--- config.mk ---
export PLATFORM = sky130hd
export DESIGN_NAME = emc_top
export DESIGN_NICKNAME = d
export VERILOG_FILES = /design/src/common/emc_pkg.sv /design/src/logic/emc_capture.sv /design/src/logic/emc_top.sv
export VERILOG_INCLUDE_DIRS = /design/src /design/src/common
export SDC_FILE = /design/constraint.sdc
export NUM_CORES = 1
export LEC_CHECK = 0
export ABC_AREA = 1
export BUFFER_PORTS_ARGS = -buffer_cell sky130_fd_sc_hd__clkbuf_2
export CAP_MARGIN = 0
export CORE_UTILIZATION = 43
export DETAILED_ROUTE_END_ITERATION = 7
export PLACE_DENSITY = 0.79
export SYNTH_ARGS = -nofsm -noshare
export SYNTH_HDL_FRONTEND = slang
export SYNTH_SLANG_ARGS = --single-unit
--- constraint.sdc ---
create_clock -name pclk -period 1.8 [get_ports pclk]
set_input_delay 0.09 -clock pclk [delete_from_list [all_inputs] [get_ports pclk]]
set_output_delay 0.09 -clock pclk [all_outputs]
set_load 0.01 [all_outputs]
--- src/common/emc_defs.svh ---
`ifndef EMC_DEFS_SVH
`define EMC_DEFS_SVH

// Register indices; byte address is four times the index
`define EMC_IDX_CLEAR 16'hf421
`define EMC_IDX_PMASK 16'hf422
`define EMC_IDX_SWMASK 16'hf423
`define EMC_IDX_WDMASK 16'hf424
`define EMC_IDX_STKMASK 16'hf425
`define EMC_IDX_LOOPMASK 16'hf426
`define EMC_IDX_FLAG 16'hf427
`define EMC_IDX_CODE 16'hf428

// Bus widths
`define EMC_ADDR_W 18
`define EMC_DATA_W 32
`define EMC_PAR_W 12
`define EMC_CODE_W 16

// Reset values
`define EMC_CLEAR_RST 1'h0
`define EMC_PMASK_RST 12'h003
`define EMC_SRCMASK_RST 1'h0

// Error source code bit positions
`define EMC_CODE_SW 15
`define EMC_CODE_LOOP 14
`define EMC_CODE_STACK 13
`define EMC_CODE_WD 12
`define EMC_CODE_DMB_LO 8
`define EMC_CODE_DMA_LO 4
`define EMC_CODE_PMB 3
`define EMC_CODE_PMA 2
`define EMC_CODE_RCB 1
`define EMC_CODE_RCA 0

`endif

--- src/common/emc_pkg.sv ---
package emc_pkg;

	typedef enum logic [3:0]
	{
		EMC_REG_NONE = 4'h0,
		EMC_REG_CLEAR = 4'h1,
		EMC_REG_PMASK = 4'h2,
		EMC_REG_SWMASK = 4'h3,
		EMC_REG_WDMASK = 4'h4,
		EMC_REG_STKMASK = 4'h5,
		EMC_REG_LOOPMASK = 4'h6,
		EMC_REG_FLAG = 4'h7,
		EMC_REG_CODE = 4'h8
	} emc_reg_t;

	typedef logic [15:0] emc_code_t;
	typedef logic [11:0] emc_par_t;

endpackage

--- src/logic/emc_capture.sv ---
`timescale 1ns/10ps
`include "emc_defs.svh"

module emc_capture
(
	input wire logic pclk, // System clock
	input wire logic presetn, // Asynchronous reset, active low
	input wire logic clr_pulse, // One-cycle clear request
	input wire emc_pkg::emc_code_t events, // Unmasked error events
	output emc_pkg::emc_code_t code, // Source of first error
	output logic flag // Sticky error flag
);
	import emc_pkg::*;

	logic flag_q;
	logic flag_d;
	emc_code_t code_q;
	emc_code_t code_d;

	always_comb
	begin
		flag_d = flag_q;
		code_d = code_q;
		if (clr_pulse)
		begin
			flag_d = 1'b0;
			code_d = '0;
		end
		// A new error in the clear cycle still wins and is captured
		if ((!flag_q || clr_pulse) && (|events))
		begin
			flag_d = 1'b1;
			code_d = events;
		end
	end

	always_ff @(posedge pclk or negedge presetn)
	begin
		if (!presetn)
		begin
			flag_q <= 1'b0;
			code_q <= '0;
		end
		else
		begin
			flag_q <= flag_d;
			code_q <= code_d;
		end
	end

	assign flag = flag_q;
	assign code = code_q;
endmodule

--- src/logic/emc_top.sv ---
// Implementation choice: the APB slave port.
`timescale 1ns/10ps
`include "emc_defs.svh"

module emc_top
(
	input wire logic pclk, // System clock, 125 MHz
	input wire logic presetn, // Asynchronous reset, active low
	input wire logic psel, // APB select
	input wire logic penable, // APB enable
	input wire logic pwrite, // APB direction, high for write
	input wire logic [`EMC_ADDR_W-1:0] paddr, // APB byte address
	input wire logic [`EMC_DATA_W-1:0] pwdata, // APB write data
	output logic [`EMC_DATA_W-1:0] prdata, // APB read data
	output logic pready, // APB ready
	output logic pslverr, // APB error, unmapped address
	input wire emc_pkg::emc_par_t parity_err, // Parity error pulses per memory
	input wire logic sw_err, // Software-raised error
	input wire logic wd_err, // Watchdog expiry error
	input wire logic stack_err, // Stack overrun error
	input wire logic loop_err, // Looping section error
	output logic error_flag, // Sticky error flag
	output emc_pkg::emc_code_t error_code // First error source
);
	import emc_pkg::*;

	function automatic emc_reg_t decode(input logic [`EMC_ADDR_W-1:0] addr);
		logic [15:0] idx;
		idx = addr[`EMC_ADDR_W-1:2];
		if (addr[1:0] != 2'h0)
			decode = EMC_REG_NONE;
		else
		begin
			case (idx)
				`EMC_IDX_CLEAR: decode = EMC_REG_CLEAR;
				`EMC_IDX_PMASK: decode = EMC_REG_PMASK;
				`EMC_IDX_SWMASK: decode = EMC_REG_SWMASK;
				`EMC_IDX_WDMASK: decode = EMC_REG_WDMASK;
				`EMC_IDX_STKMASK: decode = EMC_REG_STKMASK;
				`EMC_IDX_LOOPMASK: decode = EMC_REG_LOOPMASK;
				`EMC_IDX_FLAG: decode = EMC_REG_FLAG;
				`EMC_IDX_CODE: decode = EMC_REG_CODE;
				default: decode = EMC_REG_NONE;
			endcase
		end
	endfunction

	// Register state; only implemented bits are stored
	logic clear_q;
	logic clear_d;
	logic clear_prev_q;
	emc_par_t pmask_q;
	emc_par_t pmask_d;
	logic swmask_q;
	logic swmask_d;
	logic wdmask_q;
	logic wdmask_d;
	logic stkmask_q;
	logic stkmask_d;
	logic loopmask_q;
	logic loopmask_d;

	// Bus answer state
	logic [`EMC_DATA_W-1:0] prdata_q;
	logic [`EMC_DATA_W-1:0] prdata_d;
	logic pready_q;
	logic pready_d;
	logic pslverr_q;
	logic pslverr_d;

	emc_reg_t sel;
	logic setup;
	logic wr_en;
	logic clr_pulse;
	emc_code_t events;
	emc_code_t code_w;
	logic flag_w;

	assign sel = decode(paddr);
	assign setup = psel && !penable;
	assign wr_en = psel && penable && pready_q && pwrite && !pslverr_q;

	always_comb
	begin
		clear_d = clear_q;
		pmask_d = pmask_q;
		swmask_d = swmask_q;
		wdmask_d = wdmask_q;
		stkmask_d = stkmask_q;
		loopmask_d = loopmask_q;
		if (wr_en)
		begin
			case (sel)
				EMC_REG_CLEAR: clear_d = pwdata[0];
				EMC_REG_PMASK: pmask_d = pwdata[`EMC_PAR_W-1:0];
				EMC_REG_SWMASK: swmask_d = pwdata[0];
				EMC_REG_WDMASK: wdmask_d = pwdata[0];
				EMC_REG_STKMASK: stkmask_d = pwdata[0];
				EMC_REG_LOOPMASK: loopmask_d = pwdata[0];
				default: clear_d = clear_q;
			endcase
		end
	end

	always_comb
	begin
		pready_d = setup;
		pslverr_d = setup && (sel == EMC_REG_NONE);
		prdata_d = prdata_q;
		if (setup)
		begin
			prdata_d = '0;
			case (sel)
				EMC_REG_CLEAR: prdata_d[0] = clear_q;
				EMC_REG_PMASK: prdata_d[`EMC_PAR_W-1:0] = pmask_q;
				EMC_REG_SWMASK: prdata_d[0] = swmask_q;
				EMC_REG_WDMASK: prdata_d[0] = wdmask_q;
				EMC_REG_STKMASK: prdata_d[0] = stkmask_q;
				EMC_REG_LOOPMASK: prdata_d[0] = loopmask_q;
				EMC_REG_FLAG: prdata_d[0] = flag_w;
				EMC_REG_CODE: prdata_d[`EMC_CODE_W-1:0] = code_w;
				default: prdata_d = '0;
			endcase
		end
	end

	always_ff @(posedge pclk or negedge presetn)
	begin
		if (!presetn)
		begin
			clear_q <= `EMC_CLEAR_RST;
			clear_prev_q <= `EMC_CLEAR_RST;
			pmask_q <= `EMC_PMASK_RST;
			swmask_q <= `EMC_SRCMASK_RST;
			wdmask_q <= `EMC_SRCMASK_RST;
			stkmask_q <= `EMC_SRCMASK_RST;
			loopmask_q <= `EMC_SRCMASK_RST;
			prdata_q <= '0;
			pready_q <= 1'b0;
			pslverr_q <= 1'b0;
		end
		else
		begin
			clear_q <= clear_d;
			clear_prev_q <= clear_q;
			pmask_q <= pmask_d;
			swmask_q <= swmask_d;
			wdmask_q <= wdmask_d;
			stkmask_q <= stkmask_d;
			loopmask_q <= loopmask_d;
			prdata_q <= prdata_d;
			pready_q <= pready_d;
			pslverr_q <= pslverr_d;
		end
	end

	// Only the 0 to 1 step of the clear bit acts
	assign clr_pulse = clear_q && !clear_prev_q;

	// Masks gate sources before capture, so latched state is untouched
	assign events[`EMC_CODE_SW] = sw_err && !swmask_q;
	assign events[`EMC_CODE_LOOP] = loop_err && !loopmask_q;
	assign events[`EMC_CODE_STACK] = stack_err && !stkmask_q;
	assign events[`EMC_CODE_WD] = wd_err && !wdmask_q;
	assign events[`EMC_PAR_W-1:0] = parity_err & ~pmask_q;

	emc_capture u_capture
	(
		.pclk(pclk),
		.presetn(presetn),
		.clr_pulse(clr_pulse),
		.events(events),
		.code(code_w),
		.flag(flag_w)
	);

	assign prdata = prdata_q;
	assign pready = pready_q;
	assign pslverr = pslverr_q;
	assign error_flag = flag_w;
	assign error_code = code_w;
endmodule

# Word-level counts from Yosys, hierarchy flattened

Index checks and enable logic that the tools add are counted.

Memories kept: 0
Bits in latches: 0
Bits of input ports: 71
Flip-flop bits (word level): 53
ROM bits: 0
Output and inout bits: 51
Logic and storage cells: 70
RAM bits: 0

Muxes and demuxes: 9
Divide/modulo/power cells: 0
Bitwise operators: 2
$mul: 0
Reductions and logical operators: 31
Shift-type cells: 0
Magnitude comparators: 0
Equal/unequal tests: 16
$add $sub $neg: 0

Operator list:

| cell                                                                   | number |
|---|---|
| 16-bit equality test (second input constant)                           | 8 |
| 16-bit 2-to-1 mux                                                      | 2 |
| 4-bit case mux with 8 select lines                                     | 1 |
| 11-bit case mux with 2 select lines                                    | 1 |
| 4-bit by 3-bit equality test with 1-bit output (second input constant) | 4 |
| 16-bit OR reduction                                                    | 1 |
| 12-bit AND                                                             | 1 |
| 1-bit logical AND                                                      | 12 |
| 12-bit NOT                                                             | 1 |
| 2-bit AND reduction                                                    | 6 |
| 4-bit by 2-bit equality test with 1-bit output (second input constant) | 2 |
| 1-bit logical NOT                                                      | 8 |
| 4-bit 2-to-1 mux                                                       | 2 |
| 1-bit case mux with 8 select lines                                     | 1 |
| 4-bit by 1-bit equality test with 1-bit output (second input constant) | 1 |
| 4-bit equality test (second input constant)                            | 1 |
| 4-bit logical NOT                                                      | 1 |
| 2-bit nonzero test                                                     | 2 |
| 1-bit 2-to-1 mux                                                       | 2 |
| 1-bit logical OR                                                       | 1 |

# Logic depth before layout (Yosys ltp)

Gate-level depths: netlist of the first run.

Word-level depth: 5
Mapped depth: 15
Mapped depth without buffers: 15

# Hierarchy

From an unflattened synthesis of the first run, not the netlist that was laid out.

Cell total of the unflattened synthesis: 395
Area total of the unflattened synthesis: 2,991.6 um2

Modules (own cells, without submodules):

| module      | sequential area each (um2) | area each (um2) | instances | cells an instance |
|---|---|---|---|---|
| emc_top     | 903.4                      | 2,157.1         | 1         | 307 |
| emc_capture | 425.4                      | 834.6           | 1         | 88 |

# Least setup slack after synthesis of the first run

No wires, ideal clock.

Path kind: register to register
From: register pmask_q[1]
To: register u_capture.code_q[12], in the netlist u_capture.code[12]
Setup slack: 75 ps
Stages on the path, launching flop included: 7
Arrival time: 1,594 ps
Buffers on the path: 1
Clock period less this slack: 1,725 ps
Cell sequence: dfstp_2 inv_1 nand2_1 nand4_1 o41ai_1 clkbuf_1 o22ai_1

Longest elaborated chain between the ends: 5

Ends and longest elaborated chain:

| item                                                           | RTL line          | text |
|---|---|---|
| start: declaration                                             | emc_top.sv:52     | `emc_par_t pmask_q;` |
| start signal: assignment                                       | emc_top.sv:133    | `` pmask_q <= `EMC_PMASK_RST; `` |
| start signal: assignment                                       | emc_top.sv:146    | `pmask_q <= pmask_d;` |
| 12-bit NOT *                                                   | emc_top.sv:165    | `` assign events[`EMC_PAR_W-1:0] = parity_err & ~pmask_q; `` |
| 12-bit AND *                                                   | emc_top.sv:165    |  |
| 16-bit OR reduction *                                          | emc_capture.sv:30 | `if ((!flag_q \|\| clr_pulse) && (\|events))` |
| 1-bit logical AND *                                            | emc_capture.sv:30 |  |
| 16-bit 2-to-1 mux / 2-bit nonzero test (equally long branches) | --                |  |
| end signal: assignment                                         | emc_capture.sv:47 | `code_q <= code_d;` |
| end: declaration                                               | emc_capture.sv:17 | `emc_code_t code_q;` |

Every way passes the cells marked *; elsewhere a longest branch is shown, timed or not.
A chain may end at the register's enable or synchronous reset.

# Worst setup path in the final report of the first run

From: register pmask_q[1]
To: register u_capture.code_q[6], in the netlist u_capture.code[6]

The elaborated chain is that of the path after synthesis.

==> impl_metrics.env, run 1 <==
export IMPL_status="finished clean"
export IMPL_overflow=0
export IMPL_cap_violations=0
export IMPL_worstMarginPinSlew_ps=565
export IMPL_synth_enable_flop_cells=0
export IMPL_ir_drop_v=0.000374
export IMPL_reg2reg_to="u_capture.code[6]$_DFFE_PN0P_"
export IMPL_fmax_mhz=585
export IMPL_synth_flop_cell="dfrtp_1"
export IMPL_maxSlewViolCount=0
export IMPL_io_buffers=85
export IMPL_crit_fanout=15
export IMPL_multi_input_comb_area_um2=1230
export IMPL_synth_most_common_cell="nand2_1"
export IMPL_row_count=29
export IMPL_yosys_warnings=0
export IMPL_slew_headroom_pct=62.3
export IMPL_netlist_instances=356
export IMPL_post_cts_buffers=0
export IMPL_rrSetupSlack_ps=90
export IMPL_fp_dieH_um=83.1
export IMPL_clockBufferDepth=2
export IMPL_syn_area_um2=2830
export IMPL_grt_first_pass_wirelength_mm=10.6
export IMPL_area_growth_pct=20.8
export IMPL_pin_count=122
export IMPL_period_needed_ps=1710
export IMPL_reg2reg_from="pmask_q[1]$_DFFE_PN1P_"
export IMPL_hold_class="primary input to flip-flop"
export IMPL_wl_per_cell_um=12.5
export IMPL_drc=0
export IMPL_cp_end_kind="flip-flop"
export IMPL_htreeDepth=2
export IMPL_dp_slack_ps=-61.8
export IMPL_clock_latency_ps=310
export IMPL_grt_max_degree=32
export IMPL_critPathArrivalTime_ps=1910
export IMPL_p_per_area_nw_per_um2=629
export IMPL_antennaDiodeCount=0
export IMPL_fill_cells=598
export IMPL_viasPerCell=4.87
export IMPL_synth_area_leader_cell="dfrtp_1"
export IMPL_crit_required_ps=2000
export IMPL_first_pass_iters=4
export IMPL_yosys_cell_types_count=31
export IMPL_drt_total_wl_mm=6.55
export IMPL_grt_pass1_vias=2309
export IMPL_final_cells=525
export IMPL_cp_endpoint="u_capture.code[6]$_DFFE_PN0P_"
export IMPL_netlist_area_leader_share_pct=45.2
export IMPL_cts_buffers=5
export IMPL_grt_util_all_layers_pct=19.3
export IMPL_p_leak_uw=0.00185
export IMPL_worst_slack_ps=89.7
export IMPL_worstSetupPathType="flip-flop to flip-flop"
export IMPL_startpoint="pmask_q[1]$_DFFE_PN1P_"
export IMPL_tritoncts="yes"
export IMPL_synthTopCellsByCount="nand2_1, dfrtp_1, nor2_1"
export IMPL_fp_dieW_um=83.1
export IMPL_vias=2558
export IMPL_drive_gt1_share_pct=31.0
export IMPL_detail_route_antenna_nets=0
export IMPL_seqCellArea_um2=1330
export IMPL_clock_sinks=53
export IMPL_dieArea_um2=6900
export IMPL_gp_congestion=0.890
export IMPL_seq_area_frac_synth_pct=47.0
export IMPL_cts_root_buf="clkbuf_8"
export IMPL_finClkSkew_ps=5.23
export IMPL_ys_async_sr_fraction_pct=100
export IMPL_hold_ws_ps=9.85
export IMPL_final_hold_viol_count=0
export IMPL_reg2reg_depth=6
export IMPL_drt_initial_drc_count=159
export IMPL_ys_seq_elements=53
export IMPL_dp_cells=515
export IMPL_dpl_hpwl_mm=5.12
export IMPL_core_um2=6350
export IMPL_path_clk_slew_ps=100
export IMPL_setup_viol=0
export IMPL_period_share_pct=95.0
export IMPL_startpoint_type="flip-flop"
export IMPL_synth_area_top_cells="dfrtp_1, nand2_1, nor2_1, inv_1, buf_4"
export IMPL_finish_net_count=518
export IMPL_start_util_pct=44.5
export IMPL_antenna_found_initial=0
export IMPL_syn_mean_instance_area_um2=7.94
==> where the power goes <==
part           internal (uW)  switching (uW)  leakage (uW)  total, uW
sequential              1220            16.6      0.000632       1240
clock                    278             405     0.0000456        684
combinational           93.2             133       0.00117        226
total                   1590             555       0.00185       2150
==> logic make-up (layout without fill, tap and decap cells) <==
| group | after synthesis | count (layout) | synth area share (%) |
|---|---|---|---|
| AND/OR/NAND/NOR | 184 | 184 | 29.0 |
| flip-flops | 53 | 53 | 47.0 |
| buffers and inverters | 67 | 144 | 11.8 |
| multiplexers | 1 | 1 | 0.399 |
| AO/OA/AOI/OAI | 50 | 50 | 11.7 |
| other | 1 | 16 | 0.133 |
==> per-stage QoR <==
step | TNS (ps) | cell area, um^2 | util (%) | power [uW]
4_1_cts | 0 | 3400 | 53.6 | 2160
2_1_floorplan | 0 | 2880 | - | 1380
3_3_place_gp | 0 | 3300 | 52.0 | 1480
5_1_grt | -31.1 | 3410 | 53.7 | 2240
3_5_place_dp | -82.5 | 3300 | 52.0 | 1490
6_report | 0 | 3410 | 53.7 | 2150
==> critical path, cell delays in order (launching register included) <==
cell      delay (ps)
dfstp_2          550
inv_1             60
nand2_1           90
nand4_1          110
o41ai_2          350
clkbuf_4         330
o21ai_0          110
==> worst min path at each step <==
| stage | from | to | depth (start not counted) |
|---|---|---|---|
| finish | pwdata[11] | pmask_q[11]$_DFFE_PN0P_ | 3 |
| detailed placement | presetn | prdata[5]$_DFFE_PN0P_ | 1 |
| global route | pwdata[5] | pmask_q[5]$_DFFE_PN0P_ | 3 |
| floorplan | presetn | clear_prev_q$_DFF_PN0_ | 0 |
| CTS | pwdata[11] | pmask_q[11]$_DFFE_PN0P_ | 3 |
| global placement | presetn | prdata[5]$_DFFE_PN0P_ | 1 |
==> placed cells by master (no fill, tap or decap), types with 3 or more instances in the layout <==
| cell type | synthesis | routed |
|---|---|---|
| a31oi_1 | 11 | 11 |
| dfrtp_1 | 51 | 51 |
| nor2_1 | 47 | 47 |
| o22ai_1 | 3 | 3 |
| inv_1 | 38 | 38 |
| a21oi_1 | 4 | 4 |
| clkbuf_8 | 0 | 5 |
| nand2_2 | 4 | 4 |
| nand2_1 | 83 | 83 |
| buf_4 | 17 | 6 |
| nor2_2 | 10 | 10 |
| o31ai_1 | 3 | 3 |
| o21ai_0 | 13 | 13 |
| nand3_1 | 25 | 25 |
| clkbuf_2 | 0 | 85 |
| a21oi_2 | 12 | 12 |
| conb_1 | 1 | 16 |
| nand4_1 | 7 | 7 |
==> sequential cells by signal, summed over array words and instances (netlist names) <==
| signal | count |
|---|---|
| prdata | 16 |
| u_capture.code | 16 |
| pmask_q | 12 |
| clear_prev_q | 1 |
| clear_q | 1 |
| loopmask_q | 1 |
| pready | 1 |
| pslverr | 1 |
| stkmask_q | 1 |
| swmask_q | 1 |
| u_capture.flag | 1 |
| wdmask_q | 1 |
==> metal layers <==
layer	GRT usage (%)	wire length (um)
met1	26.6	2980
met2	29.7	3070
met3	4.08	356
met4	7.68	148
met5	0	0
==> cell type report <==
| class | count | area share (%) |
|---|---|---|
| Sequential cell | 53 | 38.9 |
| Multi-Input combinational cell | 251 | 36.0 |
| Timing Repair Buffer | 95 | 15.2 |
| Inverter | 41 | 4.51 |
| Tap cell | 77 | 2.82 |
| Clock buffer | 6 | 2.13 |
| Clock inverter | 2 | 0.403 |
==> repair_timing <==
action                                  4_1_cts  5_1_grt
hold buffers                                  1        0
endpoints found under the setup margin        0       15
endpoints found under the hold margin        22        0
resized for setup                             0        2
No activity file was read; power rests on OpenSTA's default activity.
==> inputs of run 2 (changes only) <==
BUFFER_PORTS_ARGS = unset   (was -buffer_cell sky130_fd_sc_hd__clkbuf_2)
CORE_UTILIZATION = 57   (was 43)
DONT_BUFFER_PORTS = 1   (was unset)
GPL_TIMING_DRIVEN = 0   (was unset)
PLACE_DENSITY = 0.78   (was 0.79)
==> impl_metrics.env, run 2 (synthesis gave the netlist of run 1 again) <==
export IMPL_status="finished clean"
export IMPL_htreeDepth=2
export IMPL_final_hold_viol_count=0
export IMPL_clock_latency_ps=310
export IMPL_row_count=25
export IMPL_period_needed_ps=1710
export IMPL_p_leak_uw=0.00169
export IMPL_grt_first_pass_wirelength_mm=10.8
export IMPL_wl_per_cell_um=14.6
export IMPL_first_pass_iters=5
export IMPL_clockBufferDepth=2
export IMPL_startpoint_type="flip-flop"
export IMPL_period_share_pct=95.0
export IMPL_grt_util_all_layers_pct=27.4
export IMPL_cap_violations=0
export IMPL_overflow=0
export IMPL_fp_dieH_um=72.4
export IMPL_pin_count=122
export IMPL_grt_max_degree=54
export IMPL_hold_class="primary input to flip-flop"
export IMPL_drive_gt1_share_pct=17.0
export IMPL_critPathArrivalTime_ps=1940
export IMPL_maxSlewViolCount=0
export IMPL_finish_net_count=475
export IMPL_ir_drop_v=0.000364
export IMPL_tritoncts="yes"
export IMPL_setup_viol=0
export IMPL_dpl_hpwl_mm=4.78
export IMPL_crit_required_ps=2030
export IMPL_cts_root_buf="clkbuf_8"
export IMPL_fp_dieW_um=72.4
export IMPL_post_cts_buffers=0
export IMPL_reg2reg_from="pmask_q[4]$_DFFE_PN0P_"
export IMPL_fmax_mhz=585
export IMPL_gp_congestion=0.851
export IMPL_detail_route_antenna_nets=0
export IMPL_crit_fanout=10
export IMPL_vias=2508
export IMPL_viasPerCell=5.31
export IMPL_final_cell_mix="nand2_1, dfrtp_1, nor2_1, inv_1"
export IMPL_core_um2=4750
export IMPL_cp_end_kind="flip-flop"
export IMPL_finClkSkew_ps=8.37
export IMPL_antennaDiodeCount=0
export IMPL_io_buffers=0
export IMPL_path_clk_slew_ps=100
export IMPL_worstMarginPinSlew_ps=655
export IMPL_grt_pass1_vias=2277
export IMPL_fill_cells=388
export IMPL_postLayoutCoreUtil_pct=71.2
export IMPL_rsz0062_at_grt="true"
export IMPL_hp_start="stack_err"
export IMPL_dp_slack_ps=-252
export IMPL_slew_headroom_pct=56.2
export IMPL_cts_buffers=5
export IMPL_drt_total_wl_mm=6.91
export IMPL_clock_sinks=53
export IMPL_worst_slack_ps=90.3
export IMPL_p_per_area_nw_per_um2=672
export IMPL_drc=0
export IMPL_start_util_pct=59.4
export IMPL_dieArea_um2=5240
export IMPL_area_growth_pct=19.8
export IMPL_drt_initial_drc_count=268
export IMPL_mostFrequentLayoutCell="nand2_1"
export IMPL_worstSetupPathType="flip-flop to flip-flop"
export IMPL_antenna_found_initial=0
export IMPL_startpoint="pmask_q[4]$_DFFE_PN0P_"
[run 2: cell type report]
cell class	count	area, um^2	area share (%)
multi-input cells	251	1240	36.6
plain buffers	26	189	5.58
well taps	67	83.8	2.48
repair buffers	26	278	8.21
clock inverters	2	38.8	1.15
clock buffers	6	72.6	2.14
flip-flops and latches	53	1330	39.3
inverters	41	154	4.55
[run 2: where the power goes]
group	internal [uW]	leakage (uW)	total, uW	switching (uW)
clock network	418	0.0000554	820	402
registers	1220	0.000632	1260	36.9
logic	94.0	0.00100	197	103
[run 2: stage by stage]
step | hold slack (ps) | cell area [um^2] | power, uW | instances | TNS (ps)
2_1_floorplan | -206 | 2880 | 1380 | 371 | 0
6_report | 15.0 | 3380 | 2270 | 472 | 0
3_3_place_gp | -205 | 2970 | 1390 | 438 | -2570
4_1_cts | 10.2 | 3380 | 2270 | 472 | -22.2
5_1_grt | 19.1 | 3380 | 2350 | 472 | -45.2
3_5_place_dp | -205 | 2970 | 1400 | 438 | -3700
[run 2: worst paths after layout]
check / endpoint / slack [ps] / cells after the start
max: u_capture.code[11]$_DFFE_PN0P_ / 90 / 7
max in group asynchronous: pmask_q[1]$_DFFE_PN1P_ / 1210 / 2
min: u_capture.code[13]$_DFFE_PN0P_ / 10 / 2
min reg2reg: clear_prev_q$_DFF_PN0_ / 430 / 0
max reg2reg: u_capture.code[11]$_DFFE_PN0P_ / 90 / 7
min in group asynchronous: prdata[6]$_DFFE_PN0P_ / 300 / 2
[run 2: metal layers]
layer  global-route usage, %  up-vias  part of all wire, %
met5                       0        -                    0
met4                    9.37        0                  2.5
met3                    6.94       21                  8.0
met2                    43.2      126                   46
met1                    37.1     1154                   44
li1                        -     1207                    -
[run 2: timing repair]
action	4_1_cts	5_1_grt
setup endpoints to repair	17	17
hold endpoints to repair	82	0
pin swaps	0	1
hold buffers	26	0
resized for setup	7	1
[run 2: critical path: stages, from the launching register on]
cell     delay [ps]
dfrtp_1         380
inv_1            90
nand2_1         110
nand4_1         170
o41ai_4         430
buf_4           230
nand3_1         100
o21ai_0         110
==> inputs of run 3 (changes only) <==
CORE_UTILIZATION = 50   (was 57)
PLACE_DENSITY = 0.71   (was 0.78)
clock period = 1.4 ns   (was 1.8 ns; I/O delays follow)
==> impl_metrics.env, run 3 (synthesis gave the netlist of run 1 again) <==
export IMPL_cts_buffers=5
export IMPL_wl_per_cell_um=14.4
export IMPL_drive_gt1_share_pct=31.0
export IMPL_gp_congestion=0.903
export IMPL_maxSlewViolCount=0
export IMPL_row_count=27
export IMPL_clockBufferDepth=2
export IMPL_grt_pass1_vias=2351
export IMPL_setup_viol=25
export IMPL_antennaDiodeCount=0
export IMPL_viasPerCell=4.97
export IMPL_hold_ws_ps=-22.3
export IMPL_grt_max_degree=54
export IMPL_worstMarginPinSlew_ps=684
export IMPL_cts_root_buf="clkbuf_8"
export IMPL_finClkSkew_ps=8.19
export IMPL_dieArea_um2=5960
export IMPL_reg2reg_to="u_capture.code[13]$_DFFE_PN0P_"
export IMPL_worstSetupPathType="flip-flop to flip-flop"
export IMPL_mostFrequentLayoutCell="nand2_1"
export IMPL_fp_dieH_um=77.2
export IMPL_cp_end_kind="flip-flop"
export IMPL_fp_dieW_um=77.2
export IMPL_status="finished with violations"
export IMPL_cpMaxStageDelayCell="dfstp_2"
export IMPL_final_hold_viol_count=1
export IMPL_detail_route_antenna_nets=0
export IMPL_critPathMaxStageDelay_ps=560
export IMPL_vias=2455
export IMPL_startpoint_type="flip-flop"
export IMPL_dpl_hpwl_mm=4.91
export IMPL_period_share_pct=120
export IMPL_ir_drop_v=0.000517
export IMPL_grt_util_all_layers_pct=24.5
export IMPL_first_pass_iters=4
export IMPL_clock_latency_ps=320
export IMPL_htreeDepth=2
export IMPL_hold_depth=2
export IMPL_startpoint="pmask_q[0]$_DFFE_PN1P_"
export IMPL_hold_class="primary input to flip-flop"
export IMPL_tritoncts="yes"
export IMPL_crit_fanout=10
export IMPL_cap_violations=0
export IMPL_pin_count=122
export IMPL_reg2reg_from="pmask_q[0]$_DFFE_PN1P_"
export IMPL_total_power_uw=2750
export IMPL_core_um2=5470
export IMPL_drt_total_wl_mm=7.12
export IMPL_slew_headroom_pct=54.4
export IMPL_crit_required_ps=1600
export IMPL_critPathArrivalTime_ps=1880
export IMPL_hp_start="parity_err[3]"
export IMPL_grt_first_pass_wirelength_mm=11.3
export IMPL_final_cell_mix="nand2_1, dfrtp_1, nor2_1, inv_1"
export IMPL_postCtsHoldBufs=28
export IMPL_reg2reg_depth=7
export IMPL_overflow=0
export IMPL_postLayoutCoreUtil_pct=69.4
export IMPL_violations="hold timing, setup timing"
export IMPL_worst_slack_ps=-282
export IMPL_clock_sinks=53
export IMPL_rsz0062_at_grt="true"
export IMPL_drc=0
export IMPL_area_growth_pct=34.4
export IMPL_finish_net_count=492
export IMPL_p_leak_uw=0.00178
export IMPL_cp_endpoint="u_capture.code[13]$_DFFE_PN0P_"
export IMPL_rrSetupSlack_ps=-280
export IMPL_start_util_pct=51.6
export IMPL_path_cells="inv_2, nand2_2, nand4_1, o41ai_4, buf_6, clkbuf_8, o22ai_1"
export IMPL_fmax_mhz=595
export IMPL_path_clk_slew_ps=100
export IMPL_drt_initial_drc_count=172
export IMPL_antenna_found_initial=0
export IMPL_period_needed_ps=1680
export IMPL_p_per_area_nw_per_um2=724
export IMPL_io_buffers=0
## run 3: cell count changes in the layout (fill, tap and decap cells not counted), moves of 10 or more
cell,delta
inv_1,-10
nand2_1,-11
nand2_2,+10
nand3_1,-13
nand3_2,+13
o21ai_0,-12
## run 3: layout make-up
cell class | count | area, um^2
repair buffers | 43 | 457
multi-input cells | 251 | 1420
clock inverters | 3 | 21.3
clock buffers | 5 | 68.8
plain buffers | 26 | 224
well taps | 72 | 90.1
fillers | 423 | 1680
flip-flops and latches | 53 | 1330
inverters | 41 | 184
## run 3: metal layers
metal | share of wire (%) | track usage (%)
met1 | 43 | 32.3
met2 | 47 | 37.9
met3 | 7.5 | 7.50
met4 | 1.8 | 8.68
met5 | 0 | 0
## run 3: worst min path at each step
stage,to
floorplan,clear_prev_q$_DFF_PN0_
global placement,prdata[4]$_DFFE_PN0P_
detailed placement,prdata[4]$_DFFE_PN0P_
CTS,u_capture.code[3]$_DFFE_PN0P_
global route,u_capture.code[3]$_DFFE_PN0P_
finish,u_capture.code[3]$_DFFE_PN0P_
## run 3: where the power goes
part / internal (uW) / total, uW / switching, uW / leakage (uW)
sequential: 1570 / 1620 / 48.6 / 0.000632
clock: 356 / 878 / 522 / 0.0000445
combinational: 117 / 253 / 136 / 0.00111
total: 2040 / 2750 / 707 / 0.00178
## run 3: worst max-delay path, delay by kind of cell (launching register included)
kind,cells,cell delay [ps]
flops,1,560
compound gates,2,360
simple gates,2,220
buf+inv,3,420
## run 3: stage by stage
stage	area, um^2	setup slack (ps)	setup TNS (ps)	hold slack, ps	instances
floorplan	2990	-59.6	-969	-226	371
global placement	3080	-254	-7520	-225	443
detailed placement	3080	-365	-9640	-225	443
CTS	3580	-273	-4490	-9.14	485
global route	3800	-355	-6580	-30.6	494
finish	3800	-282	-4590	-22.3	494
## run 3: what timing repair did
item                       in CTS  in global routing
setup endpoints to repair      34                 36
setup buffers                   4                  7
gates resized for setup        19                 40
pin swaps                       5                 11
cloned                          2                  2
hold endpoints to repair       85                  1
